===== src/ictr_pkg.sv =====
// Notes on behaviour
// - Bus-master base bits 31:4 writable, 16-byte IO window, low nibble reads 0001.
// - Subsystem identifiers read-only here, reset zero, written only through alias port.
// - Interrupt line writable if either channel native, else reads 00h.
// - Interrupt pin reads 01h if either channel native, else 00h.
// - Minimum-grant and maximum-latency bytes read-only zero.
// - Config bit 0 enables secondary channel, bit 1 primary; both read-write.
// - Bits 12/14 enable posted-write buffers; then only 32-bit data-port writes allowed.
// - Bit 13 enables secondary prefetch buffer, bit 15 primary prefetch buffer.
// - Config bits 23:20 are plain scratch storage.
// - Each 4-bit timing field lasts value plus one clocks.
// - Drive pulse/recovery fields time data-port PIO and DMA only.
// - Drive timing bytes from top: pri0, pri1, sec0, sec1; pulse high, recovery low.
// - Setup fields at 7:6,5:4,3:2,1:0 give value plus one clocks for all cycles.
// - Bits 31:16 hold task-file pulse/recovery; primary upper byte, secondary lower.
// - Ultra DMA bytes: 31:24 pri master, 23:16 pri slave, 15:8 sec master, 7:0 sec slave.
// - Cycle codes 0..6 select 60,90,120,150,45,30,20 ns.
// - Ultra DMA byte bits 5:3 read-only zero.
// - Ultra DMA byte bit 6 is read-write transfer enable.
// - Bit 7 set uses bit 6; clear enables on Set Features to that drive.
// - Native-mode bits decide addressing; low means compatibility mode.
`default_nettype none
package ictr_pkg;
  // ---------------------------------------------------------------
  // Register offsets
  // ---------------------------------------------------------------
  localparam logic [7:0] OFS_BM_BASE  = 8'h20;
  localparam logic [7:0] OFS_SUBSYS   = 8'h2c;
  localparam logic [7:0] OFS_INTINFO  = 8'h3c;
  localparam logic [7:0] OFS_CHANCFG  = 8'h40;
  localparam logic [7:0] OFS_DRVTIME  = 8'h48;
  localparam logic [7:0] OFS_CYCSETUP = 8'h4c;
  localparam logic [7:0] OFS_UDMA     = 8'h50;

  // ---------------------------------------------------------------
  // Reset values and writable masks
  // ---------------------------------------------------------------
  localparam logic [31:0] RST_BM_BASE   = 32'h0000cc01;
  localparam logic [31:0] BM_FIXED_LOW  = 32'h00000001;
  localparam logic [31:0] MSK_BM_BASE   = 32'hfffffff0;
  localparam logic [31:0] RST_ZERO      = 32'h00000000;
  localparam logic [31:0] RST_CHANCFG   = 32'h00000400;
  localparam logic [31:0] MSK_CHANCFG   = 32'h00ffff1f;
  localparam logic [31:0] RST_DRVTIME   = 32'ha8a8a8a8;
  localparam logic [31:0] MSK_DRVTIME   = 32'hffffffff;
  localparam logic [31:0] RST_CYCSETUP  = 32'hffff00ff;
  localparam logic [31:0] MSK_CYCSETUP  = 32'hffff00ff;
  localparam logic [31:0] RST_UDMA      = 32'h03030303;
  localparam logic [31:0] MSK_UDMA      = 32'hc7c7c7c7;
  localparam logic [31:0] MSK_INTLINE   = 32'h000000ff;
  localparam logic [7:0]  INT_PIN_NATIVE = 8'h01;
  localparam logic [7:0]  INT_PIN_COMPAT = 8'h00;

  // ---------------------------------------------------------------
  // Field positions
  // ---------------------------------------------------------------
  localparam int CFG_SEC_ON     = 0;
  localparam int CFG_PRI_ON     = 1;
  localparam int CFG_SEC_PWB    = 12;
  localparam int CFG_SEC_RPB    = 13;
  localparam int CFG_PRI_PWB    = 14;
  localparam int CFG_PRI_RPB    = 15;
  localparam int CFG_CABLE_LO   = 16;
  localparam int CFG_SCRATCH_LO = 20;
  localparam int UDMA_EN_BIT    = 6;
  localparam int UDMA_METHOD    = 7;
  localparam int TASK_PRI_LO    = 24;
  localparam int TASK_SEC_LO    = 16;
  localparam int BYTE_W         = 8;

  // Drive index: 0 pri drive0, 1 pri drive1, 2 sec drive0, 3 sec drive1
  localparam int NUM_DRIVES = 4;

  typedef enum logic [1:0] {
    ST_IDLE  = 2'b00,
    ST_SETUP = 2'b01,
    ST_PULSE = 2'b10,
    ST_RECOV = 2'b11
  } ictr_strobe_state_t;

  // Cycle time in ns for each ultra cycle code
  function automatic logic [7:0] ultraCycleNs(input logic [2:0] code);
    case (code)
      3'h0:    ultraCycleNs = 8'd60;
      3'h1:    ultraCycleNs = 8'd90;
      3'h2:    ultraCycleNs = 8'd120;
      3'h3:    ultraCycleNs = 8'd150;
      3'h4:    ultraCycleNs = 8'd45;
      3'h5:    ultraCycleNs = 8'd30;
      3'h6:    ultraCycleNs = 8'd20;
      default: ultraCycleNs = 8'd0;
    endcase
  endfunction : ultraCycleNs
endpackage : ictr_pkg
`default_nettype wire


===== src/ictr_strobe_timer.sv =====
`timescale 1ns/1ps
`default_nettype none
module ictr_strobe_timer (
  input  wire logic       clk,
  input  wire logic       reset,
  input  wire logic       start,
  input  wire logic       isWrite,
  input  wire logic [1:0] setupField,
  input  wire logic [3:0] pulseField,
  input  wire logic [3:0] recoveryField,
  output logic            busy,
  output logic            done,
  output logic            drive_read_strobe_n,
  output logic            drive_write_strobe_n
);
  ictr_pkg::ictr_strobe_state_t stateQ, stateD;
  logic [3:0] countQ, countD;
  logic [3:0] pulseQ, pulseD;
  logic [3:0] recovQ, recovD;
  logic       writeQ, writeD;
  logic       doneD;
  logic       readND, writeND;

  // ---------------------------------------------------------------
  // Setup, pulse, recovery sequencer
  // ---------------------------------------------------------------
  always_comb begin
    stateD  = stateQ;
    countD  = countQ;
    pulseD  = pulseQ;
    recovD  = recovQ;
    writeD  = writeQ;
    doneD   = 1'b0;
    case (stateQ)
      ictr_pkg::ST_IDLE: begin
        if (start) begin
          // Fields captured here so a mid-access write waits for next access
          pulseD = pulseField;
          recovD = recoveryField;
          writeD = isWrite;
          countD = {2'b00, setupField};
          stateD = ictr_pkg::ST_SETUP;
        end
      end
      ictr_pkg::ST_SETUP: begin
        if (countQ == 4'h0) begin
          countD = pulseQ;
          stateD = ictr_pkg::ST_PULSE;
        end else begin
          countD = countQ - 4'h1;
        end
      end
      ictr_pkg::ST_PULSE: begin
        if (countQ == 4'h0) begin
          countD = recovQ;
          stateD = ictr_pkg::ST_RECOV;
        end else begin
          countD = countQ - 4'h1;
        end
      end
      ictr_pkg::ST_RECOV: begin
        if (countQ == 4'h0) begin
          doneD  = 1'b1;
          stateD = ictr_pkg::ST_IDLE;
        end else begin
          countD = countQ - 4'h1;
        end
      end
      default: stateD = ictr_pkg::ST_IDLE;
    endcase
    readND  = !(stateD == ictr_pkg::ST_PULSE && !writeD);
    writeND = !(stateD == ictr_pkg::ST_PULSE && writeD);
  end

  always_ff @(posedge clk or posedge reset) begin
    if (reset) begin
      stateQ               <= ictr_pkg::ST_IDLE;
      countQ               <= 4'h0;
      pulseQ               <= 4'h0;
      recovQ               <= 4'h0;
      writeQ               <= 1'b0;
      done                 <= 1'b0;
      drive_read_strobe_n  <= 1'b1;
      drive_write_strobe_n <= 1'b1;
    end else begin
      stateQ               <= stateD;
      countQ               <= countD;
      pulseQ               <= pulseD;
      recovQ               <= recovD;
      writeQ               <= writeD;
      done                 <= doneD;
      drive_read_strobe_n  <= readND;
      drive_write_strobe_n <= writeND;
    end
  end

  assign busy = (stateQ != ictr_pkg::ST_IDLE);
endmodule : ictr_strobe_timer
`default_nettype wire


===== src/ictr_udma_ctl.sv =====
`timescale 1ns/1ps
`default_nettype none
module ictr_udma_ctl (
  input  wire logic       clk,
  input  wire logic       reset,
  input  wire logic [7:0] controlByte,
  input  wire logic       setFeaturesSeen,
  output logic            ultraEnabled,
  output logic [7:0]      ultraCycleNs
);
  logic autoQ, autoD;
  logic enD;
  logic [7:0] nsD;

  // ---------------------------------------------------------------
  // Enable method and cycle time
  // ---------------------------------------------------------------
  always_comb begin
    // Auto flag is sticky until reset; a new command only re-confirms it
    autoD = autoQ | setFeaturesSeen;
    enD   = controlByte[ictr_pkg::UDMA_METHOD] ?
            controlByte[ictr_pkg::UDMA_EN_BIT] : autoQ;
    nsD   = ictr_pkg::ultraCycleNs(controlByte[2:0]);
  end

  always_ff @(posedge clk or posedge reset) begin
    if (reset) begin
      autoQ        <= 1'b0;
      ultraEnabled <= 1'b0;
      ultraCycleNs <= 8'h00;
    end else begin
      autoQ        <= autoD;
      ultraEnabled <= enD;
      ultraCycleNs <= nsD;
    end
  end
endmodule : ictr_udma_ctl
`default_nettype wire


===== src/ictr_config_regs.sv =====
`timescale 1ns/1ps
`default_nettype none
module ictr_config_regs (
  input  wire logic        clk,
  input  wire logic        reset,
  // Configuration access, function 1
  input  wire logic        cfgWrite,
  input  wire logic        cfgRead,
  input  wire logic [7:0]  cfgAddr,
  input  wire logic [3:0]  cfgByteEn,
  input  wire logic [31:0] cfgWriteData,
  output logic [31:0]      cfgReadData,
  output logic             cfgReadValid,
  // Subsystem identifier alias path
  input  wire logic        subsysAliasWrite,
  input  wire logic [31:0] subsysAliasData,
  // Native-mode bits from the programming-interface register
  input  wire logic        priNative,
  input  wire logic        secNative,
  // Drive access requests, one per channel (0 primary, 1 secondary)
  input  wire logic [1:0]  accessStart,
  input  wire logic [1:0]  accessWrite,
  input  wire logic [1:0]  accessDrive,
  input  wire logic [1:0]  accessDataPort,
  input  wire logic [1:0]  accessWord32,
  output logic [1:0]       accessBusy,
  output logic [1:0]       accessDone,
  output logic [1:0]       accessRefused,
  output logic [1:0]       drive_read_strobe_n,
  output logic [1:0]       drive_write_strobe_n,
  // Per drive: 0 pri master, 1 pri slave, 2 sec master, 3 sec slave
  input  wire logic [3:0]  setFeaturesSeen,
  output logic [3:0]       ultraEnabled,
  output logic [31:0]      ultraCycleNs,
  output logic [3:0]       cable80,
  output logic [1:0]       channelOn,
  output logic [1:0]       postedWriteOn,
  output logic [1:0]       prefetchOn,
  output logic [27:0]      busMasterIoBase
);
  logic [31:0] bmBaseQ, bmBaseD;
  logic [31:0] subsysQ, subsysD;
  logic [7:0]  intLineQ, intLineD;
  logic [31:0] chanCfgQ, chanCfgD;
  logic [31:0] drvTimeQ, drvTimeD;
  logic [31:0] cycSetupQ, cycSetupD;
  logic [31:0] udmaQ, udmaD;
  logic [31:0] readD;
  logic [31:0] intMerged;
  logic        anyNative;

  // ---------------------------------------------------------------
  // Byte-lane merge
  // ---------------------------------------------------------------
  // Bits outside the mask keep their stored value, so reserved bits stay zero
  function automatic logic [31:0] mergeWord(input logic [31:0] old,
                                            input logic [31:0] wdata,
                                            input logic [3:0]  be,
                                            input logic [31:0] mask);
    logic [31:0] laneMask;
    laneMask = {{8{be[3]}}, {8{be[2]}}, {8{be[1]}}, {8{be[0]}}} & mask;
    mergeWord = (old & ~laneMask) | (wdata & laneMask);
  endfunction : mergeWord

  function automatic logic hit(input logic [7:0] addr, input logic [7:0] ofs);
    hit = (addr[7:2] == ofs[7:2]);
  endfunction : hit

  assign anyNative = priNative | secNative;
  assign intMerged = mergeWord({24'h000000, intLineQ}, cfgWriteData, cfgByteEn,
                               ictr_pkg::MSK_INTLINE);

  // ---------------------------------------------------------------
  // Register write path
  // ---------------------------------------------------------------
  always_comb begin
    bmBaseD   = bmBaseQ;
    subsysD   = subsysQ;
    intLineD  = intLineQ;
    chanCfgD  = chanCfgQ;
    drvTimeD  = drvTimeQ;
    cycSetupD = cycSetupQ;
    udmaD     = udmaQ;
    if (cfgWrite) begin
      if (hit(cfgAddr, ictr_pkg::OFS_BM_BASE)) begin
        bmBaseD = mergeWord(bmBaseQ, cfgWriteData, cfgByteEn,
                            ictr_pkg::MSK_BM_BASE);
      end
      if (hit(cfgAddr, ictr_pkg::OFS_INTINFO) && anyNative) begin
        intLineD = intMerged[7:0];
      end
      if (hit(cfgAddr, ictr_pkg::OFS_CHANCFG)) begin
        // Bits the software must not alter stay writable by design
        chanCfgD = mergeWord(chanCfgQ, cfgWriteData, cfgByteEn,
                             ictr_pkg::MSK_CHANCFG);
      end
      if (hit(cfgAddr, ictr_pkg::OFS_DRVTIME)) begin
        drvTimeD = mergeWord(drvTimeQ, cfgWriteData, cfgByteEn,
                             ictr_pkg::MSK_DRVTIME);
      end
      if (hit(cfgAddr, ictr_pkg::OFS_CYCSETUP)) begin
        cycSetupD = mergeWord(cycSetupQ, cfgWriteData, cfgByteEn,
                              ictr_pkg::MSK_CYCSETUP);
      end
      if (hit(cfgAddr, ictr_pkg::OFS_UDMA)) begin
        udmaD = mergeWord(udmaQ, cfgWriteData, cfgByteEn,
                          ictr_pkg::MSK_UDMA);
      end
    end
    // Alias port is the only writer of the identifiers
    if (subsysAliasWrite) begin
      subsysD = subsysAliasData;
    end
  end

  // ---------------------------------------------------------------
  // Read path
  // ---------------------------------------------------------------
  always_comb begin
    readD = ictr_pkg::RST_ZERO;
    if (hit(cfgAddr, ictr_pkg::OFS_BM_BASE)) begin
      readD = (bmBaseQ & ictr_pkg::MSK_BM_BASE) | ictr_pkg::BM_FIXED_LOW;
    end else if (hit(cfgAddr, ictr_pkg::OFS_SUBSYS)) begin
      readD = subsysQ;
    end else if (hit(cfgAddr, ictr_pkg::OFS_INTINFO)) begin
      // Grant and latency bytes are constant zero
      readD = {16'h0000,
               anyNative ? ictr_pkg::INT_PIN_NATIVE : ictr_pkg::INT_PIN_COMPAT,
               anyNative ? intLineQ : 8'h00};
    end else if (hit(cfgAddr, ictr_pkg::OFS_CHANCFG)) begin
      readD = chanCfgQ & ictr_pkg::MSK_CHANCFG;
    end else if (hit(cfgAddr, ictr_pkg::OFS_DRVTIME)) begin
      readD = drvTimeQ;
    end else if (hit(cfgAddr, ictr_pkg::OFS_CYCSETUP)) begin
      readD = cycSetupQ & ictr_pkg::MSK_CYCSETUP;
    end else if (hit(cfgAddr, ictr_pkg::OFS_UDMA)) begin
      readD = udmaQ & ictr_pkg::MSK_UDMA;
    end
  end

  always_ff @(posedge clk or posedge reset) begin
    if (reset) begin
      bmBaseQ      <= ictr_pkg::RST_BM_BASE;
      subsysQ      <= ictr_pkg::RST_ZERO;
      intLineQ     <= 8'h00;
      chanCfgQ     <= ictr_pkg::RST_CHANCFG;
      drvTimeQ     <= ictr_pkg::RST_DRVTIME;
      cycSetupQ    <= ictr_pkg::RST_CYCSETUP;
      udmaQ        <= ictr_pkg::RST_UDMA;
      cfgReadData  <= ictr_pkg::RST_ZERO;
      cfgReadValid <= 1'b0;
    end else begin
      bmBaseQ      <= bmBaseD;
      subsysQ      <= subsysD;
      intLineQ     <= intLineD;
      chanCfgQ     <= chanCfgD;
      drvTimeQ     <= drvTimeD;
      cycSetupQ    <= cycSetupD;
      udmaQ        <= udmaD;
      cfgReadData  <= cfgRead ? readD : cfgReadData;
      cfgReadValid <= cfgRead;
    end
  end

  // ---------------------------------------------------------------
  // Decoded controls
  // ---------------------------------------------------------------
  assign busMasterIoBase = bmBaseQ[31:4];
  assign channelOn       = {chanCfgQ[ictr_pkg::CFG_SEC_ON], chanCfgQ[ictr_pkg::CFG_PRI_ON]};
  assign postedWriteOn   = {chanCfgQ[ictr_pkg::CFG_SEC_PWB],
                            chanCfgQ[ictr_pkg::CFG_PRI_PWB]};
  assign prefetchOn      = {chanCfgQ[ictr_pkg::CFG_SEC_RPB],
                            chanCfgQ[ictr_pkg::CFG_PRI_RPB]};
  assign cable80         = chanCfgQ[ictr_pkg::CFG_CABLE_LO +: 4];

  // ---------------------------------------------------------------
  // Per-channel strobe timing
  // ---------------------------------------------------------------
  genvar ch;
  generate
    for (ch = 0; ch < 2; ch++) begin : gChan
      logic [1:0] drvIdx;
      logic [7:0] drvByte;
      logic [7:0] taskByte;
      logic [1:0] setupSel;
      logic [3:0] pulseSel;
      logic [3:0] recovSel;
      logic       startOk;
      // Drive byte 3 is the top byte (primary drive 0)
      assign drvIdx   = 2'(2 * ch) + {1'b0, accessDrive[ch]};
      assign drvByte  = drvTimeQ[(3 - drvIdx) * ictr_pkg::BYTE_W +: 8];
      assign taskByte = cycSetupQ[(ch == 0 ? ictr_pkg::TASK_PRI_LO : ictr_pkg::TASK_SEC_LO)
                                  +: 8];
      assign setupSel = cycSetupQ[(3 - drvIdx) * 2 +: 2];
      // Task-file ports use their own pair; only the data port uses the drive byte
      assign pulseSel = accessDataPort[ch] ? drvByte[7:4] : taskByte[7:4];
      assign recovSel = accessDataPort[ch] ? drvByte[3:0] : taskByte[3:0];
      // Narrow data-port writes are refused while the posted-write buffer is on
      assign accessRefused[ch] = accessStart[ch] & accessWrite[ch] & accessDataPort[ch]
                                 & postedWriteOn[ch] & ~accessWord32[ch];
      assign startOk = accessStart[ch] & channelOn[ch] & ~accessRefused[ch];

      ictr_strobe_timer uTimer (
        .clk                  (clk),
        .reset                (reset),
        .start                (startOk),
        .isWrite              (accessWrite[ch]),
        .setupField           (setupSel),
        .pulseField           (pulseSel),
        .recoveryField        (recovSel),
        .busy                 (accessBusy[ch]),
        .done                 (accessDone[ch]),
        .drive_read_strobe_n  (drive_read_strobe_n[ch]),
        .drive_write_strobe_n (drive_write_strobe_n[ch])
      );
    end
  endgenerate

  // ---------------------------------------------------------------
  // Per-drive ultra DMA control
  // ---------------------------------------------------------------
  genvar dr;
  generate
    for (dr = 0; dr < ictr_pkg::NUM_DRIVES; dr++) begin : gDrive
      ictr_udma_ctl uUltra (
        .clk             (clk),
        .reset           (reset),
        .controlByte     (udmaQ[(3 - dr) * ictr_pkg::BYTE_W +: 8]),
        .setFeaturesSeen (setFeaturesSeen[dr]),
        .ultraEnabled    (ultraEnabled[dr]),
        .ultraCycleNs    (ultraCycleNs[dr * 8 +: 8])
      );
    end
  endgenerate
endmodule : ictr_config_regs
`default_nettype wire


===== config.mk =====
export PLATFORM = sky130hd
export DESIGN_NAME = ictr_config_regs
export DESIGN_NICKNAME = d
export VERILOG_FILES = /design/src/ictr_pkg.sv /design/src/ictr_strobe_timer.sv /design/src/ictr_udma_ctl.sv /design/src/ictr_config_regs.sv
export SDC_FILE = /design/constraint.sdc
export NUM_CORES = 1
export LEC_CHECK = 0
export ABC_AREA = 1
export ABC_CLOCK_PERIOD_IN_PS = 7050
export BUFFER_PORTS_ARGS = -buffer_cell sky130_fd_sc_hd__buf_2
export CAP_MARGIN = 15
export CELL_PAD_IN_SITES_DETAIL_PLACEMENT = 1
export CELL_PAD_IN_SITES_GLOBAL_PLACEMENT = 2
export CORE_ASPECT_RATIO = 0.7
export CORE_UTILIZATION = 33
export CTS_CLUSTER_DIAMETER = 50
export CTS_CLUSTER_SIZE = 24
export DETAILED_ROUTE_END_ITERATION = 12
export HOLD_SLACK_MARGIN = 0.15
export PLACE_DENSITY = 0.75
export SKIP_LAST_GASP = 1
export SLEW_MARGIN = 20
export SYNTH_ARGS = -nofsm -noshare
export SYNTH_HDL_FRONTEND = slang
export SYNTH_HIERARCHICAL = 1
export SYNTH_SLANG_ARGS = --single-unit

===== constraint.sdc =====
create_clock -name clk -period 7.05 [get_ports clk]
set_input_delay 0.705 -clock clk [delete_from_list [all_inputs] [get_ports clk]]
set_output_delay 0.705 -clock clk [all_outputs]
set_load 0.03 [all_outputs]

== Yosys cells after proc, flatten, opt, wreduce, memory -nomap -nowiden ==
Index checks and enable logic that the tools add are counted.
W data, S select, Z words.

* Register bits: 309
* Latch bits: 0
* Bits in writable memories: 0
* Memory bits (read-only): 0
* Input bits: 97
* Output and inout port bits: 117
* Memories kept: 0

* $add $sub $neg: 5
* Multiply operators: 0
* Divide/modulo/power cells: 0
* $lt $le $gt $ge: 0
* Equality and inequality tests: 43
* Shift-type cells: 4
* Mux-type cells: 49
* Bitwise logic cells: 45
* Reduce and logical (&&, ||, !) cells: 31

{| class="wikitable"
|+ Operators by type and width
! kind !! number
|-
| $and A32 B32 Y32 || 9
|-
| $mux W32 || 7
|-
| $pmux W8 S7 || 4
|-
| $or A32 B32 Y32 || 5
|-
| $not A32 Y32 || 4
|-
| $shiftx A32 B33 Y2 || 2
|-
| $shiftx A32 B33 Y8 || 2
|-
| $mux W4 || 12
|-
| $eq A3 B3 Y1 const B || 12
|-
| $and A32 B24 Y32 || 1
|-
| $not A24 Y32 || 1
|-
| $pmux W4 S4 || 2
|-
| $eq A3 B2 Y1 const B || 8
|-
| $eq A6 B5 Y1 const B || 4
|-
| $reduce_and A2 Y1 || 10
|-
| $eq A6 B4 Y1 const B || 3
|-
| $and A8 B8 Y8 || 2
|-
| $mux W2 || 8
|-
| $pmux W2 S4 || 2
|-
| $mux W1 || 13
|-
| $and A1 B1 Y1 || 12
|-
| $eq A2 B2 Y1 const B || 6
|-
| $eq A3 B1 Y1 const B || 4
|-
| $logic_not A3 Y1 || 4
|-
| other kinds (16) || 40
|}

== Logic depth before layout (Yosys ltp) ==
Gate-level depths: netlist of run 1.

* Depth in word-level cells: 11
* Mapped depth: 11
* Mapped depth without buffers: 10

== By module ==
The synthesis of run 1 kept the hierarchy.

{| class="wikitable"
|+ By module, submodules not included
! module !! instances !! cells an instance !! area each (sq um) !! sequential area each (sq um)
|-
| ictr_config_regs || 1 || 1145 || 9370.2 || 5016.1
|-
| ictr_strobe_timer || 2 || 135 || 996.0 || 452.9
|-
| ictr_udma_ctl || 4 || 34 || 357.8 || 250.2
|}

== Worst setup path before layout of run 1 ==
OpenSTA, ideal clock, no wires.

* Path kind: input port to flip-flop
* Start: input accessDataPort[1]
* End: register gChan[1].uTimer.drive_read_strobe_n
* Library setup time: 89 ps
* Arrival: 2182 ps
* Required time: 6961 ps
* Path slack: 4779 ps
* Stages: 9
* Buffers on the path: 2
* Cell sequence: clkbuf_1 -> nand4_1 -> nor2_1 -> nor2_1 -> inv_1 -> nor2_8 -> buf_8 -> nor3_4 -> nand3b_1

* Word-level cells in the longest chain between the ends: 10
* Elaborated cells on any way between the ends: 13

{| class="wikitable"
|+ Ends and longest elaborated chain
! item !! RTL line !! text
|-
| from (decl) || ictr_config_regs.sv:24 || <nowiki>input wire logic [1:0] accessDataPort,</nowiki>
|-
| $and A1 B1 Y1 (*) || ictr_config_regs.sv:199 || <nowiki>assign accessRefused[ch] = accessStart[ch] & accessWrite[ch] & accessDataPort[ch]</nowiki>
|-
| $and A1 B1 Y1 (*) (2 in series) || ictr_config_regs.sv:200 || <nowiki>& postedWriteOn[ch] & ~accessWord32[ch];</nowiki>
|-
| via accessRefused[1] || ictr_config_regs.sv:28 || <nowiki>output logic [1:0] accessRefused,</nowiki>
|-
| $not A1 Y1 (*) || ictr_config_regs.sv:201 || <nowiki>assign startOk = accessStart[ch] & channelOn[ch] & ~accessRefused[ch];</nowiki>
|-
| $and A1 B1 Y1 (*) || ictr_config_regs.sv:201 ||
|-
| via gChan[1].startOk || ictr_config_regs.sv:188 || <nowiki>logic startOk;</nowiki>
|-
| $mux W2 or $mux W1 (tied branches) || ictr_strobe_timer.sv:36 || <nowiki>if (start) begin</nowiki>
|-
| $pmux W2 S4 or $mux W1 (tied branches) || ictr_strobe_timer.sv:34 || <nowiki>case (stateQ)</nowiki>
|-
| $eq A2 B2 Y1 or $logic_not A1 Y1 (tied branches) || ictr_strobe_timer.sv:71 || <nowiki>readND = !(stateD == ictr_pkg::ST_PULSE && !writeD);</nowiki>
|-
| $logic_and A1 B1 Y1 (*) || ictr_strobe_timer.sv:71 ||
|-
| $logic_not A1 Y1 (*) || ictr_strobe_timer.sv:71 ||
|-
| via gChan[1].uTimer.readND || ictr_strobe_timer.sv:22 || <nowiki>logic readND, writeND;</nowiki>
|-
| to (signal assigned) || ictr_strobe_timer.sv:92 || <nowiki>drive_read_strobe_n <= readND;</nowiki>
|-
| to (decl) || ictr_strobe_timer.sv:13 || <nowiki>output logic drive_read_strobe_n,</nowiki>
|}

The timed path passes the listed nets; every way through them passes the cells marked *.
A chain may end at the register's enable or synchronous reset.

==> flow_summary_export.csv, run 1 <==
group,metric,value,unit
grt,grt_overflow,0,
pwr,sequential_fraction_of_design_power,43.2,%
floorplan,die_h,166.7,um
synthesis,post_synth_inst_count,1550,
setup_path,critical_path.startpoint_type,"input port",
setup_path,worst_ep_arrival_time,2.99,ns
timing,transition_time_of_the_tightest_slew_check_pin,1.052,ns
placed_design,gpl.final_weighted_congestion,0.8150,
pwr,static_leakage,7.659,nW
placed_design,numPortBuffers,211,
cts,clk_path_buf_depth,3,
route,detail_route.drc_violations,0,
synthesis,postSynthNetCount,1651,
cts,cts_resized,0,
pwr,power.internal,2.919,mW
floorplan,die-area,39560,um2
pwr,swShare,34.20,%
grt,antenna_found_initial,3,
timing,maxSlewViolCount,0,
pwr,power.combinational.fraction,19.5,%
grt,grt_max_degree,114,
timing,layout_min_cycle_time,2.505,ns
timing,setup_ws,4.545,ns
placed_design,dp.final_hpwl,32630,um
final_layout,synthToLayoutAreaGrowth,19.08,%
setup_path,register_to_register_setup_slack,5.14,ns
pwr,vdd_drop_max,0.1723,mV
cts,post_cts_hold_fix_bufs,0,
setup_path,crit-reg2reg-launch,"gChan[1].uTimer/countQ[0]",
flow_run,drv.max_cap_violation_count,0,
setup_path,critical_path_peak_fanout,16,
synthesis,syn_area_per_cell,8.251,um2
final_layout,fin_nets,1836,
route,dr.pass1.iters,5,
synthesis,post_synth_instance_area,12790,um2
grt,grt_overall_usage,22.66,%
cts,post_cts_buffers,0,
pwr,power.switching,1.517,mW
route,routedWlPerCell,19.60,um
timing,timing.final.setup_violations,0,
status,result_of_the_run,"finished clean",
cts,cts-htree-levels,1,
route,drt-initial-drc-count,785,
final_layout,fin_cells,2249,
pwr,power_per_cell_area,291.3,nW/um2
worst_hold_path,worstHoldStart,"setFeaturesSeen[3]",
final_layout,num-fill-cells,4547,
floorplan,die_w,237.3,um
floorplan,io-pin-count,214,
grt,grt_pass1_vias,11391,
route,vias_per_cell,4.964,
floorplan,initial_utilization,33.97,%
floorplan,standard_cell_rows,59,
cts,cts_tree,"done",
cts,worst_setup_hold_path_clk_slew,0.07,ns
cts,root_buffer,"sky130_fd_sc_hd__clkbuf_16",
placed_design,dp_slack,3.980,ns
floorplan,floorplan.core_area,37650,um2
worst_hold_path,worstHoldPathType,"in2reg",
placed_design,placed_cells,2191,
timing,setup-tns-final,0,ns
final_layout,postLayoutCoreUtil,40.45,%
route,routed_wl,44090,um
cts,numCtsBuffers,30,
pwr,clockPowerShare,37.3,%
timing,unrepaired_setup_endpoints_after_global_routing,"no",
cts,clock_sinks,274,
route,vias_after_detailed_routing,11164,
timing,slew-limit-headroom,29.89,%
timing,finalHoldViolCount,0,
setup_path,cp.required,7.54,ns
timing,skew,0.01881,ns
timing,post-route-period-util,35.54,%
synthesis,syn_warnings,6,
setup_path,setup.worst_path.class,"in2reg",
timing,clock.fmax,399.1,MHz
route,final_antenna_net_count,0,
setup_path,endpoint_kind,"flip-flop",
final_layout,layout-drive-gt1-share,23.93,%
setup_path,worstSetupStartpoint,"cfgAddr[3]",
grt,grt_first_pass_wirelength,68630,um
cts,worstSkewPairLatency,0.58,ns
==> per-stage QoR <==
step	cell area (um2)	hold slack (ns)	power, mW
after floorplan	12790	0.4367	2.524
after global placement	14180	0.4583	2.791
after detailed placement	14180	0.4552	2.816
after CTS	15220	0.2844	4.497
after global routing	15230	0.3056	4.694
final	15230	0.3126	4.436
==> placed cells by master (no fill, tap or decap), types with 4 or more instances in the layout <==
cell	n
sky130_fd_sc_hd__dfstp_2	53
sky130_fd_sc_hd__inv_2	11
sky130_fd_sc_hd__o21ai_0	185
sky130_fd_sc_hd__nand2_1	467
sky130_fd_sc_hd__mux2_2	4
sky130_fd_sc_hd__nor2_2	11
sky130_fd_sc_hd__nand2_2	23
sky130_fd_sc_hd__o22ai_1	4
sky130_fd_sc_hd__or2_2	5
sky130_fd_sc_hd__o21ai_1	37
sky130_fd_sc_hd__clkinv_8	4
sky130_fd_sc_hd__inv_6	7
sky130_fd_sc_hd__clkbuf_16	31
sky130_fd_sc_hd__nand3_1	97
sky130_fd_sc_hd__inv_8	4
sky130_fd_sc_hd__o21ai_2	24
sky130_fd_sc_hd__or2_0	8
sky130_fd_sc_hd__inv_1	160
sky130_fd_sc_hd__dfrtp_1	221
sky130_fd_sc_hd__o211ai_1	7
sky130_fd_sc_hd__a21oi_1	18
sky130_fd_sc_hd__ha_1	4
sky130_fd_sc_hd__nor2_1	102
sky130_fd_sc_hd__clkinvlp_4	4
sky130_fd_sc_hd__a31oi_1	12
sky130_fd_sc_hd__buf_4	8
sky130_fd_sc_hd__mux2i_1	6
sky130_fd_sc_hd__nand4_1	6
sky130_fd_sc_hd__buf_2	211
==> cell type report <==
cell class	count	area [um2]	area share [%]
sequential	274	6923	45.46
multi-input combinational	1034	4852	31.86
timing repair buffer	220	1127	7.402
clock buffer	32	789.5	5.184
inverter	175	669.4	4.395
tap	488	610.6	4.009
clock inverter	24	252.7	1.660
antenna	2	5.005	0.03286
==> metal layers <==
layer,share of wire [%],track usage (%),vias up,wire (um)
li1,-,-,5305,-
met1,50,34.16,5524,22000
met2,42,33.20,262,18540
met3,5.3,4.011,71,2322
met4,2.8,6.059,2,1218
met5,0.029,0,-,13
==> power groups by stage <==
stage | registers, mW | logic, mW | clock network, mW
3_3_place_gp | 1.94 | 0.853 | 0
3_5_place_dp | 1.94 | 0.874 | 0
2_1_floorplan | 1.98 | 0.541 | 0
6_report | 1.92 | 0.867 | 1.65
4_1_cts | 1.92 | 0.878 | 1.70
5_1_grt | 1.94 | 0.988 | 1.76
==> critical path: stages <==
cell                      delay (ns)
sky130_fd_sc_hd__buf_2          0.12
sky130_fd_sc_hd__inv_1          0.15
sky130_fd_sc_hd__nor2_1         0.35
sky130_fd_sc_hd__buf_4          0.29
sky130_fd_sc_hd__nand2_1        0.22
sky130_fd_sc_hd__inv_1          0.52
sky130_fd_sc_hd__nand2_2        0.35
sky130_fd_sc_hd__o21ai_0        0.26
==> worst paths after layout <==
kind / endpoint / cells after the start
min in group asynchronous: gDrive[3].uUltra/ultraCycleNs[7] / 2
worst max-delay path: flip-flop / 8
worst max register to register: gChan[1].uTimer/countQ[1] / 9
max in group asynchronous: async pin / 3
worst min register to register: gDrive[1].uUltra/autoQ / 1
worst min-delay path: gDrive[3].uUltra/autoQ / 2
Power figures use the tool's default switching activity.
==> run 2, diff against run 1 <==
ABC_CLOCK_PERIOD_IN_PS = 2500   (was 7050)
clock period = 2.5 ns   (was 7.05 ns; I/O delays follow)
==> run 2 against run 1 <==
  * Die area stayed put
  * Combinational power rose to 3.0 times the previous value
  * Highest routed layer is now met4
  * Via count is 3.1% higher
  * Routed wire length increased by 3.2%
  * Sequential cell count did not move
  * Clock power rose to 3.1 times the previous value
==> flow_summary_export.csv, run 2 (synthesis gave the netlist of run 1 again) <==
group,metric,value,unit
timing,timing.final.setup_violations,0,
grt,grt_overflow,0,
cts,clk_path_buf_depth,3,
floorplan,standard_cell_rows,59,
route,final_antenna_net_count,0,
grt,antenna_found_initial,1,
setup_path,critical_path.reg2reg.endpoint,"gChan[1].uTimer/countQ[1]",
timing,finalHoldViolCount,0,
floorplan,io-pin-count,214,
final_layout,layout-drive-gt1-share,23.69,%
cts,root_buffer,"sky130_fd_sc_hd__clkbuf_16",
route,vias_per_cell,4.908,
setup_path,worstSetupStartpoint,"gChan[1].uTimer/countQ[0]",
placed_design,dp_slack,0.4935,ns
placed_design,gpl.final_weighted_congestion,0.8748,
timing,layout_min_cycle_time,1.910,ns
route,routedWlPerCell,19.40,um
final_layout,num-fill-cells,4526,
grt,grt_first_pass_wirelength,71250,um
route,dr.pass1.iters,5,
worst_hold_path,min_delay_worst_endpoint,"gChan[1].uTimer/recovQ[2]",
floorplan,floorplan.core_area,37650,um2
worst_hold_path,min_delay_path_depth,5,
setup_path,critical_path_peak_fanout,6,
grt,grt_max_degree,134,
cts,cts-htree-levels,2,
final_layout,regArea,6923,um2
setup_path,path_cells,"inv_1 > ha_1 > nand2_1 > nor2_1 > nand2_1 > nand2_1 > inv_1 > nor2_1 > nor2_1",
floorplan,die-area,39560,um2
placed_design,placed_cells,2208,
timing,unrepaired_setup_endpoints_after_global_routing,"no",
final_layout,final_cell_mix,"467 x sky130_fd_sc_hd__nand2_1, 221 x sky130_fd_sc_hd__dfrtp_1, 211 x sky130_fd_sc_hd__buf_2, 185 x sky130_fd_sc_hd__o21ai_0, 161 x sky130_fd_sc_hd__inv_1",
grt,grt_overall_usage,23.51,%
route,detail_route.drc_violations,0,
cts,cts_resized,0,
cts,worst_setup_hold_path_clk_slew,0.06,ns
final_layout,finalInstanceArea,16280,um2
floorplan,initial_utilization,33.97,%
timing,transition_time_of_the_tightest_slew_check_pin,0.7796,ns
setup_path,cp.required,2.92,ns
timing,slew-limit-headroom,47.97,%
final_layout,fin_cells,2346,
pwr,static_leakage,8.130,nW
setup_path,register_to_register_setup_slack,0.59,ns
flow_run,drv.max_cap_violation_count,0,
timing,clock.fmax,523.6,MHz
final_layout,layout.cells.most_common,"sky130_fd_sc_hd__nand2_1",
cts,worstSkewPairLatency,0.53,ns
worst_hold_path,worstHoldStart,"accessDrive[1]",
timing,post-route-period-util,76.40,%
setup_path,crit_slowest_cell,"sky130_fd_sc_hd__dfrtp_1",
status,result_of_the_run,"finished clean",
timing,setup_ws,0.5901,ns
pwr,design_power_total,13.12,mW
route,routed_wl,45500,um
grt,grt_pass1_vias,12075,
setup_path,worstRegToRegCells,9,
final_layout,synthToLayoutAreaGrowth,27.25,%
floorplan,die_w,237.3,um
floorplan,die_h,166.7,um
setup_path,worst_ep_arrival_time,2.33,ns
pwr,power_per_cell_area,806.2,nW/um2
final_layout,multi_input_area,4850,um2
cts,cts_tree,"done",
setup_path,setup.worst_path.class,"reg2reg",
final_layout,fin_nets,1933,
pwr,vdd_drop_max,0.4133,mV
worst_hold_path,worstHoldPathType,"in2reg",
cts,numCtsBuffers,34,
route,drt-initial-drc-count,794,
placed_design,numPortBuffers,211,
route,vias_after_detailed_routing,11515,
timing,skew,0.01869,ns
timing,hold_slack,0.2233,ns
placed_design,postPlaceCellArea,14350,um2
timing,maxSlewViolCount,0,
placed_design,dp.final_hpwl,33440,um
setup_path,critical_path.startpoint_type,"flip-flop",
setup_path,crit-reg2reg-launch,"gChan[1].uTimer/countQ[0]",
cts,clock_sinks,274,
setup_path,endpoint_kind,"flip-flop",
setup_path,max_stage_delay,0.38,ns
[run 2: cell count changes in the layout (fill, tap and decap cells not counted), sizes merged, moves of 2 or more]
cell	previous run	this run
clkinvlp	4	6
dlygate4sd3	0	76
inv	184	179
clkbuf	32	40
buf	220	237
[run 2: metal layers]
layer | vias up | global-route usage, % | wire [um]
met5 | - | 0 | 0
met4 | 0 | 6.985 | 1195
met3 | 74 | 3.531 | 2206
met2 | 309 | 35.28 | 19330
met1 | 5647 | 34.84 | 22770
li1 | 5485 | - | -
[run 2: cell type report]
cell class              count  share of cell area, %
repair buffers            313                  12.67
clock inverters            21                  1.322
well taps                 488                  3.752
clock buffers              40                  5.819
multi-input cells        1034                  29.80
diodes                      1                0.01538
flip-flops and latches    274                  42.54
inverters                 175                  4.090
[run 2: worst max-delay path, delay by kind of cell (launching register included)]
kind | cells | cell delay (ns)
fa+ha+maj | 1 | 0.24
buf+inv | 2 | 0.26
flops | 1 | 0.38
simple gates | 6 | 0.92
[run 2: power breakdown]
group,leakage (nW),switching [mW],total (mW),internal [mW]
registers,3.37,0.420,5.42,5.00
logic,4.20,1.72,2.56,0.835
clock network,0.559,2.16,5.15,2.99
total,8.13,4.31,13.1,8.82
[run 2: through the flow]
stage          TNS (ns)  utilization (%)
6_report              0            43.23
5_1_grt               0            43.23
4_1_cts               0            43.22
3_5_place_dp          0            38.12
3_3_place_gp          0            38.12
2_1_floorplan    -40.28                -
[run 2: worst max path at each step]
stage	end	slack, ns	depth (start not counted)
after detailed placement	cfgReadData[1]	0.49	11
after global placement	cfgReadData[3]	0.53	11
final	gChan[1].uTimer/countQ[1]	0.59	9
after CTS	gChan[1].uTimer/countQ[1]	0.57	9
after floorplan	async pin	-0.27	1
after global routing	gChan[1].uTimer/countQ[1]	0.39	9
[run 2: what timing repair did]
| item | in CTS | in global routing |
|---|---|---|
| setup buffers | 0 | 0 |
| hold buffers | 76 | 0 |
| hold endpoints to repair | 288 | 0 |
==> run 3, diff against run 2 <==
ABC_CLOCK_PERIOD_IN_PS = 1900   (was 2500)
clock period = 1.9 ns   (was 2.5 ns; I/O delays follow)
==> run 3 against run 2 <==
  * Global-route usage up 0.22 points
  * Power increased by 31%
  * Routed wire length up 1.7%
  * Highest routed layer is now met5
  * Clock-buffer cell count decreased by 7
  * Sequential power grew 31%
  * Clock power is 25% higher
  * Setup slack lost 0.42 ns
  * Core utilization increased by 1.4 points
  * Sequential cell count did not move
  * Die area unchanged
  * Cell count is 2.6% higher
  * Non-clock buffer count increased by 63
  * Critical path type is now in2reg
==> flow_summary_export.csv, run 3 (synthesis gave the netlist of run 1 again) <==
group,metric,value,unit
final_layout,fin_cells,2407,
timing,skew,0.01595,ns
timing,clock.fmax,578.2,MHz
final_layout,fin_nets,1993,
floorplan,die_h,166.7,um
setup_path,crit_slowest_cell,"sky130_fd_sc_hd__dlygate4sd3_1",
cts,worstSkewPairLatency,0.60,ns
setup_path,cp.required,2.37,ns
final_layout,num-fill-cells,4519,
route,routedLengthMet1,23160,um
floorplan,initial_utilization,33.97,%
grt,antenna_found_initial,2,
final_layout,synthToLayoutAreaGrowth,31.49,%
setup_path,critical_path.startpoint_type,"input port",
timing,maxSlewViolCount,0,
route,vias_after_detailed_routing,11744,
grt,grt_overflow,0,
route,maxUsedRoutingLayer,"met5",
setup_path,path_common_cell,"sky130_fd_sc_hd__nand2_1",
setup_path,endpoint_kind,"flip-flop",
status,result_of_the_run,"finished clean",
timing,post-route-period-util,91.02,%
placed_design,placed_cells,2243,
floorplan,die-area,39560,um2
worst_hold_path,worstHoldStart,"subsysAliasWrite",
cts,root_buffer,"sky130_fd_sc_hd__clkbuf_16",
timing,setup_ws,0.1706,ns
route,dr.pass1.iters,5,
pwr,power_per_cell_area,1020,nW/um2
worst_hold_path,worstHoldPathType,"in2reg",
route,detail_route.drc_violations,0,
route,final_antenna_net_count,0,
setup_path,crit-reg2reg-launch,"gChan[0].uTimer/countQ[1]",
timing,layout_min_cycle_time,1.729,ns
setup_path,max_stage_delay,0.55,ns
cts,numCtsBuffers,31,
floorplan,io-pin-count,214,
flow_run,drv.max_cap_violation_count,0,
grt,grt_pass1_vias,12072,
setup_path,worst_ep_arrival_time,2.20,ns
timing,transition_time_of_the_tightest_slew_check_pin,0.7248,ns
route,routedWlPerCell,19.23,um
cts,worst_setup_hold_path_clk_slew,0.07,ns
final_layout,final_cell_mix,"467 x sky130_fd_sc_hd__nand2_1, 221 x sky130_fd_sc_hd__dfrtp_1, 211 x sky130_fd_sc_hd__buf_2, 185 x sky130_fd_sc_hd__o21ai_0, 161 x sky130_fd_sc_hd__inv_1",
timing,unrepaired_setup_endpoints_after_global_routing,"no",
placed_design,gpl.final_weighted_congestion,0.8344,
setup_path,critical_path_peak_fanout,16,
route,drt-initial-drc-count,833,
placed_design,numPortBuffers,211,
final_layout,layout-drive-gt1-share,24.62,%
cts,cts-htree-levels,1,
timing,slew-limit-headroom,51.63,%
route,routed_wl,46300,um
cts,clk_path_buf_depth,3,
grt,grt_first_pass_wirelength,72300,um
final_layout,layout.cells.most_common,"sky130_fd_sc_hd__nand2_1",
cts,clock_sinks,274,
route,met3_length,2228,um
setup_path,worstSetupStartpoint,"cfgAddr[4]",
pwr,static_leakage,8.412,nW
floorplan,floorplan.core_area,37650,um2
floorplan,die_w,237.3,um
route,vias_per_cell,4.879,
pwr,vdd_drop_max,0.7585,mV
placed_design,dp.final_hpwl,34560,um
grt,grt_max_degree,49,
grt,grt_overall_usage,23.73,%
timing,timing.final.setup_violations,0,
timing,finalHoldViolCount,0,
cts,cts_tree,"done",
setup_path,setup.worst_path.class,"in2reg",
placed_design,dp_slack,0.1178,ns
setup_path,path_cells,"buf_2 > inv_2 > nand2_1 > nor2_1 > nand2_1 > nor2_2 > nand2_2 > nand2_1 > o21ai_2 > dlygate4sd3_1",
floorplan,standard_cell_rows,59,
route,met2WireLength,20050,um
cts,post_cts_buffers,0,
run 3: layout make-up:
cell class,count,area [um2],area share [%]
timing repair buffer,376,2668,15.86
sequential,274,6923,41.17
tap,488,610.6,3.631
antenna,2,5.005,0.02976
clock inverter,25,312.8,1.860
inverter,175,665.6,3.958
multi-input combinational,1034,4850,28.84
clock buffer,33,783.3,4.657
run 3: report_power, final:
part | leakage [nW] | internal, mW | switching, mW
combinational | 4.52 | 1.27 | 2.35
sequential | 3.37 | 6.57 | 0.544
clock | 0.526 | 3.44 | 2.99
run 3: final timing paths:
path                                                    end  depth (start not counted)  slack, ns
min in group asynchronous  gDrive[3].uUltra/ultraCycleNs[7]                          3       0.32
max in group asynchronous                         async pin                          4       0.86
min                                              subsysQ[0]                          2       0.17
max reg2reg                       gChan[0].uTimer/countQ[1]                          9       0.30
min reg2reg                          gDrive[2].uUltra/autoQ                          1       0.47
max                                               flip-flop                         10       0.17
run 3: worst max-delay path, delay by kind of cell:
family / cells / cell delay [ns]
and+or+nand+nor: 6 / 1.13
buffers and inverters: 3 / 0.81
AOI/OAI and AO/OA: 1 / 0.06
run 3: metal layers:
layer	up-vias	GRT usage, %
met1	5828	35.39
met2	250	36.04
met5	-	0
li1	5611	-
met3	53	4.227
met4	2	4.376
run 3: metrics by stage:
stage / hold slack (ns) / utilization (%) / total power [mW] / TNS (ns) / area, um2
2_1_floorplan: 0.03018 / - / 9.366 / -129.15 / 12790
3_3_place_gp: 0.3842 / 38.98 / 10.53 / 0 / 14680
3_5_place_dp: 0.3881 / 38.98 / 10.66 / 0 / 14680
4_1_cts: 0.1514 / 44.66 / 17.33 / 0 / 16810
5_1_grt: 0.1831 / 44.66 / 18.05 / 0 / 16810
6_report: 0.1738 / 44.67 / 17.16 / 0 / 16820
run 3: timing repair:
action | 4_1_cts | 5_1_grt
gates resized for setup | 0 | 0
hold buffers | 104 | 0
hold endpoints to repair | 274 | 0
